`src/psl_pkg.sv`:
```
// shared constants and a helper function for the position sensor link process data block
package psl_pkg;

    // ---------------------------------------------------------------
    // process data image layout
    // ---------------------------------------------------------------
    localparam int PD_BYTES     = 4;
    localparam int PD_W         = 32;
    localparam int PD_POS_LSB   = 16;
    localparam int PD_SCALE_LSB = 8;
    localparam int PD_BITS_LSB  = 0;

    // ---------------------------------------------------------------
    // system command values
    // ---------------------------------------------------------------
    localparam logic [7:0] CMD_DEVICE_RESET  = 8'h80;
    localparam logic [7:0] CMD_APP_RESET     = 8'h81;
    localparam logic [7:0] CMD_FACTORY_RESET = 8'h82;
    localparam logic [7:0] CMD_TRAINED_RESET = 8'hC0;
    localparam logic [7:0] CMD_DIAG_RESET    = 8'hE4;
    localparam logic [7:0] CMD_ALERT_RESET   = 8'hE5;

    // ---------------------------------------------------------------
    // parameter selectors on the link (4-bit)
    // ---------------------------------------------------------------
    localparam logic [3:0] PAR_ANA_START  = 4'h0;
    localparam logic [3:0] PAR_ANA_END    = 4'h1;
    localparam logic [3:0] PAR_NOISE_LIM  = 4'h2;
    localparam logic [3:0] PAR_PD_MODE    = 4'h3;
    localparam logic [3:0] PAR_RANGE_LO   = 4'h4;
    localparam logic [3:0] PAR_RANGE_HI   = 4'h5;
    localparam logic [3:0] PAR_CYCLES     = 4'h6;
    localparam logic [3:0] PAR_TRAVEL_SUM = 4'h7;
    localparam logic [3:0] PAR_HOURS_SNC  = 4'h8;
    localparam logic [3:0] PAR_HOURS_TOT  = 4'h9;
    localparam logic [3:0] PAR_PWR_SNC    = 4'hA;
    localparam logic [3:0] PAR_PWR_TOT    = 4'hB;
    localparam logic [3:0] PAR_ALERTS     = 4'hC;
    localparam logic [3:0] PAR_STROKE     = 4'hD;
    localparam logic [3:0] PAR_CYCLE_TIME = 4'hE;
    localparam logic [3:0] PAR_STATUS     = 4'hF;

    // ---------------------------------------------------------------
    // defaults (positions in 10 um digits)
    // ---------------------------------------------------------------
    localparam logic signed [15:0] ANA_START_DEF = 16'shF63C;  // -2500
    localparam logic signed [15:0] ANA_END_DEF   = 16'sh09C4;  // +2500
    localparam logic signed [15:0] RANGE_LO_DEF  = 16'shF63C;  // -25 mm
    localparam logic signed [15:0] RANGE_HI_DEF  = 16'sh09C4;  // +25 mm
    localparam logic [15:0]        NOISE_DEF     = 16'h0064;
    localparam logic signed [7:0]  SCALE_VAL     = 8'shFE;     // 10^-2 mm per digit
    localparam logic [11:0]        ANA_FULL      = 12'hFFF;    // code for 10 V
    localparam logic [11:0]        ANA_ZERO      = 12'h000;
    localparam logic [3:0]         LEARN_FULL    = 4'h5;
    localparam logic [3:0]         LEARN_FAST    = 4'h2;

    // ---------------------------------------------------------------
    // host-side user register addresses
    // ---------------------------------------------------------------
    localparam logic [3:0] HA_CMD     = 4'h0;
    localparam logic [3:0] HA_LINK    = 4'h1;
    localparam logic [3:0] HA_PD_LO   = 4'h2;
    localparam logic [3:0] HA_PD_HI   = 4'h3;
    localparam logic [3:0] HA_PAR_WR  = 4'h4;
    localparam logic [3:0] HA_PAR_REQ = 4'h5;
    localparam logic [3:0] HA_PAR_DAT = 4'h6;

    function automatic logic [15:0] pslAbsDiff(input logic signed [15:0] a,
                                               input logic signed [15:0] b);
        logic signed [16:0] d;
        d = 17'(a) - 17'(b);
        return d[16] ? 16'(-d) : d[15:0];
    endfunction

endpackage

```
`src/psl_link_if.sv`:
```
// link between the link master and the sensor device
`timescale 1ns/1ps
interface psl_link_if;
    logic [31:0] pdData;
    logic        linkActive;
    logic        cmdValid;
    logic [7:0]  cmdCode;
    logic        parWr;
    logic        parRd;
    logic [3:0]  parSel;
    logic [15:0] parWrData;
    logic [15:0] parRdData;
    logic        parRdValid;

    modport device (output pdData, output parRdData, output parRdValid,
                    input linkActive, input cmdValid, input cmdCode,
                    input parWr, input parRd, input parSel, input parWrData);
    modport master (input pdData, input parRdData, input parRdValid,
                    output linkActive, output cmdValid, output cmdCode,
                    output parWr, output parRd, output parSel, output parWrData);
endinterface

```
`src/psl_analog_scale.sv`:
```
// analog output scaler: position to 0..10 V code
`timescale 1ns/1ps
module psl_analog_scale import psl_pkg::*; (
    input  wire logic               clk,
    input  wire logic               arst_n,
    input  wire logic               linkActive,
    input  wire logic signed [15:0] pos,
    input  wire logic signed [15:0] startPt,
    input  wire logic signed [15:0] endPt,
    output logic [11:0]             code,
    output logic                    enable
);
    typedef struct packed {
        logic [11:0] code;
        logic        en;
    } psl_scale_t;

    psl_scale_t st_reg, st_next;
    logic signed [31:0] num;
    logic signed [31:0] span;
    logic signed [31:0] quo;

    always_comb begin
        st_next = st_reg;
        num  = (32'(pos) - 32'(startPt)) * 32'(ANA_FULL);
        span = 32'(endPt) - 32'(startPt);
        quo  = (span > 0) ? num / span : 32'sd0;
        if (linkActive) begin
            st_next.code = ANA_ZERO;
            st_next.en   = 1'b0;
        end else begin
            st_next.en = 1'b1;
            if (span <= 0 || pos <= startPt) begin
                st_next.code = ANA_ZERO;
            end else if (pos >= endPt) begin
                st_next.code = ANA_FULL;
            end else begin
                st_next.code = quo[11:0];
            end
        end
    end

    always_ff @(posedge clk or negedge arst_n) begin
        if (!arst_n) begin
            st_reg <= '0;
        end else begin
            st_reg <= st_next;
        end
    end

    assign code   = st_reg.code;
    assign enable = st_reg.en;
endmodule // psl_analog_scale

```
`src/psl_device.sv`:
```
// sensor device end: process data, diagnostics, commands, analog output
//
// The address-and-strobe port and the placing of the registers are this design's own decisions.
`timescale 1ns/1ps
module psl_device import psl_pkg::*; (
    input  wire logic               clk,
    input  wire logic               arst_n,
    psl_link_if.device              link,
    input  wire logic signed [15:0] posIn,
    input  wire logic               posValid,
    input  wire logic               strokeDone,
    input  wire logic [15:0]        fieldIn,
    input  wire logic [7:0]         switchIn,
    input  wire logic [7:0]         alertIn,
    input  wire logic               msTick,
    input  wire logic               hourTick,
    output logic [11:0]             analogCode,
    output logic                    analogEnable,
    output logic                    learned
);
    // ---------------------------------------------------------------
    // state
    // ---------------------------------------------------------------
    typedef struct packed {
        logic               pdMode;
        logic signed [15:0] anaStart;
        logic signed [15:0] anaEnd;
        logic [15:0]        noiseLim;
        logic signed [15:0] lastPos;
        logic [15:0]        travelCur;
        logic [15:0]        cycleTime;
        logic [15:0]        cycleTimer;
        logic [15:0]        curField;
        logic [15:0]        peakField;
        logic [31:0]        travelSum;
        logic [31:0]        cycleCount;
        logic [31:0]        hoursTot;
        logic [31:0]        hoursSnc;
        logic [15:0]        pwrTot;
        logic [15:0]        pwrSnc;
        logic [7:0]         alerts;
        logic signed [15:0] minSeen;
        logic signed [15:0] maxSeen;
        logic [3:0]         strokes;
        logic [3:0]         need;
        logic               booted;
        logic               learned;
        logic [31:0]        pd;
        logic [15:0]        rdData;
        logic               rdValid;
    } psl_dev_t;

    psl_dev_t st_reg, st_next;
    logic signed [15:0] rangeLo;
    logic signed [15:0] rangeHi;
    logic signed [16:0] loWide;
    logic signed [16:0] hiWide;
    logic               isCmd;

    // ---------------------------------------------------------------
    // application range
    // ---------------------------------------------------------------
    always_comb begin
        loWide = 17'(st_reg.minSeen) - 17'(st_reg.noiseLim);
        hiWide = 17'(st_reg.maxSeen) + 17'(st_reg.noiseLim);
        if (st_reg.strokes == '0) begin
            rangeLo = RANGE_LO_DEF;
            rangeHi = RANGE_HI_DEF;
        end else begin
            rangeLo = (loWide < 17'(RANGE_LO_DEF)) ? RANGE_LO_DEF : loWide[15:0];
            rangeHi = (hiWide > 17'(RANGE_HI_DEF)) ? RANGE_HI_DEF : hiWide[15:0];
        end
    end

    // ---------------------------------------------------------------
    // next state
    // ---------------------------------------------------------------
    always_comb begin
        st_next = st_reg;
        st_next.rdValid = 1'b0;
        isCmd = link.cmdValid;

        // power cycle is counted once after reset release
        if (!st_reg.booted) begin
            st_next.booted = 1'b1;
            st_next.pwrTot = st_reg.pwrTot + 16'h0001;
            st_next.pwrSnc = st_reg.pwrSnc + 16'h0001;
        end
        if (hourTick) begin
            st_next.hoursTot = st_reg.hoursTot + 32'h0000_0001;
            st_next.hoursSnc = st_reg.hoursSnc + 32'h0000_0001;
        end
        if (msTick) begin
            st_next.cycleTimer = st_reg.cycleTimer + 16'h0001;
        end
        st_next.curField = fieldIn;
        if (fieldIn > st_reg.peakField) begin
            st_next.peakField = fieldIn;
        end
        if (posValid) begin
            st_next.lastPos   = posIn;
            st_next.travelCur = st_reg.travelCur + pslAbsDiff(posIn, st_reg.lastPos);
            if (posIn < st_reg.minSeen) begin
                st_next.minSeen = posIn;
            end
            if (posIn > st_reg.maxSeen) begin
                st_next.maxSeen = posIn;
            end
        end
        if (strokeDone) begin
            st_next.travelSum  = st_reg.travelSum + 32'(st_next.travelCur);
            st_next.cycleCount = st_reg.cycleCount + 32'h0000_0001;
            st_next.cycleTime  = st_reg.cycleTimer;
            st_next.cycleTimer = '0;
            st_next.travelCur  = '0;
            if (st_reg.strokes != 4'hF) begin
                st_next.strokes = st_reg.strokes + 4'h1;
            end
        end
        st_next.learned = (st_reg.strokes >= st_reg.need);

        // alerts: a new event wins over a clear in the same cycle
        st_next.alerts = st_reg.alerts | alertIn;

        if (link.parWr) begin
            unique case (link.parSel)
                PAR_ANA_START: st_next.anaStart = link.parWrData;
                PAR_ANA_END:   st_next.anaEnd   = link.parWrData;
                PAR_NOISE_LIM: st_next.noiseLim = link.parWrData;
                PAR_PD_MODE:   st_next.pdMode   = link.parWrData[0];
                default: ;
            endcase
        end

        if (isCmd) begin
            unique case (link.cmdCode)
                CMD_DEVICE_RESET: begin
                    st_next.travelCur  = '0;
                    st_next.cycleTime  = '0;
                    st_next.cycleTimer = '0;
                    st_next.curField   = '0;
                    st_next.peakField  = '0;
                end
                CMD_FACTORY_RESET, CMD_APP_RESET: begin
                    st_next.pdMode   = 1'b0;
                    st_next.anaStart = ANA_START_DEF;
                    st_next.anaEnd   = ANA_END_DEF;
                    st_next.noiseLim = NOISE_DEF;
                    st_next.minSeen  = RANGE_HI_DEF;
                    st_next.maxSeen  = RANGE_LO_DEF;
                    st_next.strokes  = '0;
                    st_next.need     = LEARN_FAST;
                end
                CMD_TRAINED_RESET: begin
                    st_next.minSeen = RANGE_HI_DEF;
                    st_next.maxSeen = RANGE_LO_DEF;
                    st_next.strokes = '0;
                    st_next.need    = LEARN_FAST;
                end
                CMD_DIAG_RESET: begin
                    st_next.hoursSnc   = hourTick ? 32'h0000_0001 : '0;
                    st_next.pwrSnc     = '0;
                    st_next.cycleCount = strokeDone ? 32'h0000_0001 : '0;
                    st_next.travelSum  = strokeDone ? 32'(st_next.travelCur) : '0;
                end
                CMD_ALERT_RESET: st_next.alerts = alertIn;
                default: ;
            endcase
        end

        if (link.parRd) begin
            st_next.rdValid = 1'b1;
            unique case (link.parSel)
                PAR_ANA_START:  st_next.rdData = st_reg.anaStart;
                PAR_ANA_END:    st_next.rdData = st_reg.anaEnd;
                PAR_NOISE_LIM:  st_next.rdData = st_reg.noiseLim;
                PAR_PD_MODE:    st_next.rdData = {15'h0000, st_reg.pdMode};
                PAR_RANGE_LO:   st_next.rdData = rangeLo;
                PAR_RANGE_HI:   st_next.rdData = rangeHi;
                PAR_CYCLES:     st_next.rdData = st_reg.cycleCount[15:0];
                PAR_TRAVEL_SUM: st_next.rdData = st_reg.travelSum[15:0];
                PAR_HOURS_SNC:  st_next.rdData = st_reg.hoursSnc[15:0];
                PAR_HOURS_TOT:  st_next.rdData = st_reg.hoursTot[15:0];
                PAR_PWR_SNC:    st_next.rdData = st_reg.pwrSnc;
                PAR_PWR_TOT:    st_next.rdData = st_reg.pwrTot;
                PAR_ALERTS:     st_next.rdData = {8'h00, st_reg.alerts};
                PAR_STROKE:     st_next.rdData = st_reg.travelCur;
                PAR_CYCLE_TIME: st_next.rdData = st_reg.cycleTime;
                PAR_STATUS:     st_next.rdData = {11'h000, st_reg.learned, st_reg.strokes};
            endcase
        end

        st_next.pd = '0;
        st_next.pd[PD_POS_LSB +: 16]  = st_reg.lastPos;
        st_next.pd[PD_SCALE_LSB +: 8] = SCALE_VAL;
        st_next.pd[PD_BITS_LSB +: 8]  = st_reg.pdMode ? st_reg.alerts : switchIn;
    end

    always_ff @(posedge clk or negedge arst_n) begin
        if (!arst_n) begin
            st_reg          <= '0;
            st_reg.anaStart <= ANA_START_DEF;
            st_reg.anaEnd   <= ANA_END_DEF;
            st_reg.noiseLim <= NOISE_DEF;
            st_reg.minSeen  <= RANGE_HI_DEF;
            st_reg.maxSeen  <= RANGE_LO_DEF;
            st_reg.need     <= LEARN_FULL;
        end else begin
            st_reg <= st_next;
        end
    end

    // ---------------------------------------------------------------
    // analog output
    // ---------------------------------------------------------------
    psl_analog_scale u_scale (
        .clk        (clk),
        .arst_n     (arst_n),
        .linkActive (link.linkActive),
        .pos        (st_reg.lastPos),
        .startPt    (st_reg.anaStart),
        .endPt      (st_reg.anaEnd),
        .code       (analogCode),
        .enable     (analogEnable)
    );

    assign link.pdData     = st_reg.pd;
    assign link.parRdData  = st_reg.rdData;
    assign link.parRdValid = st_reg.rdValid;
    assign learned         = st_reg.learned;
endmodule // psl_device

```
`src/flat_wrapper.sv`:
```
// flat-port wrapper written by rule: the top's interface ports become plain ports
module psl_device_flat import psl_pkg::*;
  (clk, arst_n, posIn, posValid, strokeDone, fieldIn, switchIn, alertIn, msTick, hourTick, analogCode, analogEnable, learned, link_pdData, link_parRdData, link_parRdValid, link_linkActive, link_cmdValid, link_cmdCode, link_parWr, link_parRd, link_parSel, link_parWrData);
  psl_link_if link_i ();
  input  wire logic clk;
  input  wire logic arst_n;
  input  wire logic signed [15:0] posIn;
  input  wire logic posValid;
  input  wire logic strokeDone;
  input  wire logic [15:0] fieldIn;
  input  wire logic [7:0] switchIn;
  input  wire logic [7:0] alertIn;
  input  wire logic msTick;
  input  wire logic hourTick;
  output logic [11:0] analogCode;
  output logic analogEnable;
  output logic learned;
  output wire logic [$bits(link_i.pdData)-1:0] link_pdData;
  output wire logic [$bits(link_i.parRdData)-1:0] link_parRdData;
  output wire logic [$bits(link_i.parRdValid)-1:0] link_parRdValid;
  input wire logic [$bits(link_i.linkActive)-1:0] link_linkActive;
  input wire logic [$bits(link_i.cmdValid)-1:0] link_cmdValid;
  input wire logic [$bits(link_i.cmdCode)-1:0] link_cmdCode;
  input wire logic [$bits(link_i.parWr)-1:0] link_parWr;
  input wire logic [$bits(link_i.parRd)-1:0] link_parRd;
  input wire logic [$bits(link_i.parSel)-1:0] link_parSel;
  input wire logic [$bits(link_i.parWrData)-1:0] link_parWrData;
  assign link_pdData = link_i.pdData;
  assign link_parRdData = link_i.parRdData;
  assign link_parRdValid = link_i.parRdValid;
  assign link_i.linkActive = link_linkActive;
  assign link_i.cmdValid = link_cmdValid;
  assign link_i.cmdCode = link_cmdCode;
  assign link_i.parWr = link_parWr;
  assign link_i.parRd = link_parRd;
  assign link_i.parSel = link_parSel;
  assign link_i.parWrData = link_parWrData;
  psl_device u_core (.clk(clk), .arst_n(arst_n), .link(link_i), .posIn(posIn), .posValid(posValid), .strokeDone(strokeDone), .fieldIn(fieldIn), .switchIn(switchIn), .alertIn(alertIn), .msTick(msTick), .hourTick(hourTick), .analogCode(analogCode), .analogEnable(analogEnable), .learned(learned));
endmodule
```
`config.mk`:
```
export PLATFORM = sky130hd
export DESIGN_NAME = psl_device_flat
export DESIGN_NICKNAME = d
export VERILOG_FILES = /design/src/psl_pkg.sv /design/src/psl_link_if.sv /design/src/psl_analog_scale.sv /design/src/psl_device.sv /design/src/flat_wrapper.sv
export SDC_FILE = /design/constraint.sdc
export NUM_CORES = 2
export LEC_CHECK = 0
export BUFFER_PORTS_ARGS = -buffer_cell sky130_fd_sc_hd__buf_2
export CAP_MARGIN = 10
export CORE_MARGIN = 2
export CORE_UTILIZATION = 30
export CTS_CLUSTER_DIAMETER = 50
export DETAILED_ROUTE_END_ITERATION = 10
export SLEW_MARGIN = 10
export SYNTH_ARGS = -nofsm -noshare
export SYNTH_HDL_FRONTEND = slang
export SYNTH_HIERARCHICAL = 1
export SYNTH_SLANG_ARGS = --single-unit
```
`constraint.sdc`:
```
create_clock -name clk -period 104.2 [get_ports clk]
set_input_delay 20.84 -clock clk [delete_from_list [all_inputs] [get_ports clk]]
set_output_delay 20.84 -clock clk [all_outputs]
set_load 0.02 [all_outputs]
```
==> results_dict.tcl <==
set metrics [dict create \
    syn_avg_cell_area_um2 7.560 \
    synth_area_um2 56620 \
    setup_viol 0 \
    drc 0 \
    cp_slowest_cell "a2111o_2" \
    startpoint_type "flop" \
    yosysWarnings 6 \
    drive_above_1_share_pct 9.055 \
    grt_antenna_before_repair 20 \
    postCtsSetupRepairBufs 0 \
    slew_violations 0 \
    ys_seq_area_share_pct 13.82 \
    largest_reg_flops 239 \
    skew_ns 0.02209 \
    finalWirelength_um 205800 \
    insertion_delay_ns 0.61 \
    path_max_fanout 39 \
    tns_ns 0 \
    path_clk_slew_ns 0.05 \
    hold_buffers 0 \
    async_flop_share_pct 100.0 \
    die_area_um2 192200 \
    drtIter0Drc 4524 \
    clock.fmax_mhz 10.22 \
    cpPeakStageDelay_ns 0.74 \
    cts_root_buf "clkbuf_16" \
    clk_path_buf_depth 3 \
    cts_max_level 2 \
    period_minus_slack_ns 97.84 \
    numPortBuffers 131 \
    rows 159 \
    outcome "finished, final reports clean" \
    wl_per_cell_um 20.18 \
    netlist_instances 7490 \
    final-hold-violation-count 0 \
    core_um2 187600 \
    grt_usage_pct 20.67 \
    synth_ff_type "dfrtp_1" \
    gp_congestion 0.9644 \
    grt_pass1_vias 54260 \
    synth_seq_cells 311 \
    crit_arrival_ns 98.25 \
    relSlewSlack_pct 11.57 \
    critPathKind "reg2reg" \
    fp.dieH_um 438.5 \
    rsz0062_at_grt "false" \
    die_x_um 438.5 \
    vias 56730 \
    r2r_slack_ns 6.36 \
    nets 8633 \
    hpwl_um 166900 \
    viasPerCell 5.563 \
    area_growth_pct 11.02 \
    ant_nets 0 \
    synth_enable_flop_cells 0 \
    crit_top_cell "o21a_1" \
    cts_resized 0 \
    firstDrtPassIters 9 \
    hold_class "reg2reg" \
    initial_utilization_pct 30.18 \
    end_kind "flop" \
    drv_cap 0 \
    numCtsBuffers 48 \
    worstPathRequired_ns 104.61 \
    grt_max_degree 120 \
    synth_cell_types 123 \
    ios 149 \
    cts_tree "built" \
    tightestPinTransition_ns 1.293 \
    grt_pass1_wl_um 315200 \
    cts_sinks 311 \
    grt-ovfl-total 0 \
    fin_crit_sh_pct 93.89 \
]
[worst max-delay path, delay by kind of cell, from the launching register on]
kind,cells,cell delay (ns)
adders and majority gates,38,12.19
and+or+nand+nor,83,17.07
buffers and inverters,33,5.29
muxes,10,2.83
DFF,1,0.52
AOI/OAI and AO/OA,239,58.50
xor gates and xnor gates,4,0.98
[cells in the mapped netlist, types with 49 or more instances]
cell type	n	area share [%]
and2_1	49	0.54
a31oi_1	97	1.1
nand4_1	97	1.1
nand2b_1	87	0.96
o31ai_1	57	0.76
and3_1	73	0.81
or3_1	98	1.1
o21ai_0	394	3.5
o21a_1	208	2.8
nor2_1	722	4.8
a22oi_1	51	0.68
xor2_1	213	3.3
o211ai_1	52	0.69
nand2_1	734	4.9
mux2_2	82	1.6
nand3_1	209	1.8
mux2i_1	76	1.3
nor3_1	242	2.1
a211oi_1	60	0.80
dfrtp_1	277	12
xnor2_1	342	5.3
nor2b_1	117	1.3
fa_1	115	4.1
clkbuf_1	171	1.1
ha_1	774	17
or2_2	53	0.59
buf_4	50	0.66
a21oi_1	532	4.7
a21o_1	237	3.1
inv_1	502	3.3
[per-stage QoR]
step	hold WS, ns	worst slack, ns	area (um^2)	util [%]	std cells
after floorplan	0.3941	17.05	57070	-	7610
after global placement	0.4334	3.159	60880	32.45	10100
after detailed placement	0.4405	2.442	60880	32.45	10100
after CTS	0.4517	1.992	62610	33.38	10190
after global routing	0.4649	0.1498	62860	33.51	10200
final	0.4508	6.365	62870	33.51	10200
[area by class of cell]
| cell class | instances | area (um^2) |
|---|---|---|
| tap | 2495 | 3122 |
| fill | 19710 | 124700 |
| multi-input combinational | 6517 | 46500 |
| sequential | 311 | 7825 |
| clock inverter | 35 | 450.4 |
| antenna | 6 | 15.01 |
| inverter | 503 | 1888 |
| timing repair buffer | 277 | 1782 |
| clock buffer | 54 | 1284 |
[layer usage]
layer | global-route usage (%) | up-vias | wire length (um) | part of all wire [%]
li1 | - | 27370 | - | -
met1 | 27.01 | 27190 | 89510 | 43
met2 | 35.27 | 1805 | 96160 | 47
met3 | 2.084 | 352 | 11930 | 5.8
met4 | 7.141 | 10 | 8110 | 3.9
met5 | 0 | - | 69 | 0.034
[cell usage in the layout, fill, tap and decap left out, drive strengths merged, types with 77 or more instances in the layout]
cell type    n
mux2i       77
nand2b      87
mux2        82
nor2b      117
a21o       239
inv        514
nand2      734
nand3      209
xnor2      342
nand4       98
a21oi      534
fa         115
nor2       724
or3         99
ha         774
o21ai      404
a31oi       99
buf        277
dfrtp      277
conb       124
nor3       246
o21a       208
xor2       213
[final timing paths]
kind                       cells past startpoint                       to          startpoint
max in group asynchronous                      2       u_core/st_reg[380]              arst_n
min in group asynchronous                      1       u_core/st_reg[239]              arst_n
min                                            2        u_core/st_reg[52]   u_core/st_reg[52]
min reg2reg                                    2        u_core/st_reg[52]   u_core/st_reg[52]
max reg2reg                                  407  u_core/u_scale/code[10]  u_core/st_next[36]
max                                          407  u_core/u_scale/code[10]  u_core/st_next[36]
[cells by family after synthesis]
family / Yosys count / share of synthesized area (%)
xor gates and xnor gates: 557 / 8.664
other: 4 / 0.02651
adders and majority gates: 890 / 21.19
muxes: 159 / 2.999
buffers and inverters: 782 / 5.679
AOI/OAI and AO/OA: 2152 / 25.46
and+or+nand+nor: 2635 / 22.17
DFF: 311 / 13.82
Power is left out: the tool's default activity adds up to more than one toggle a clock period on the data nets, which glitch-free logic cannot reach.
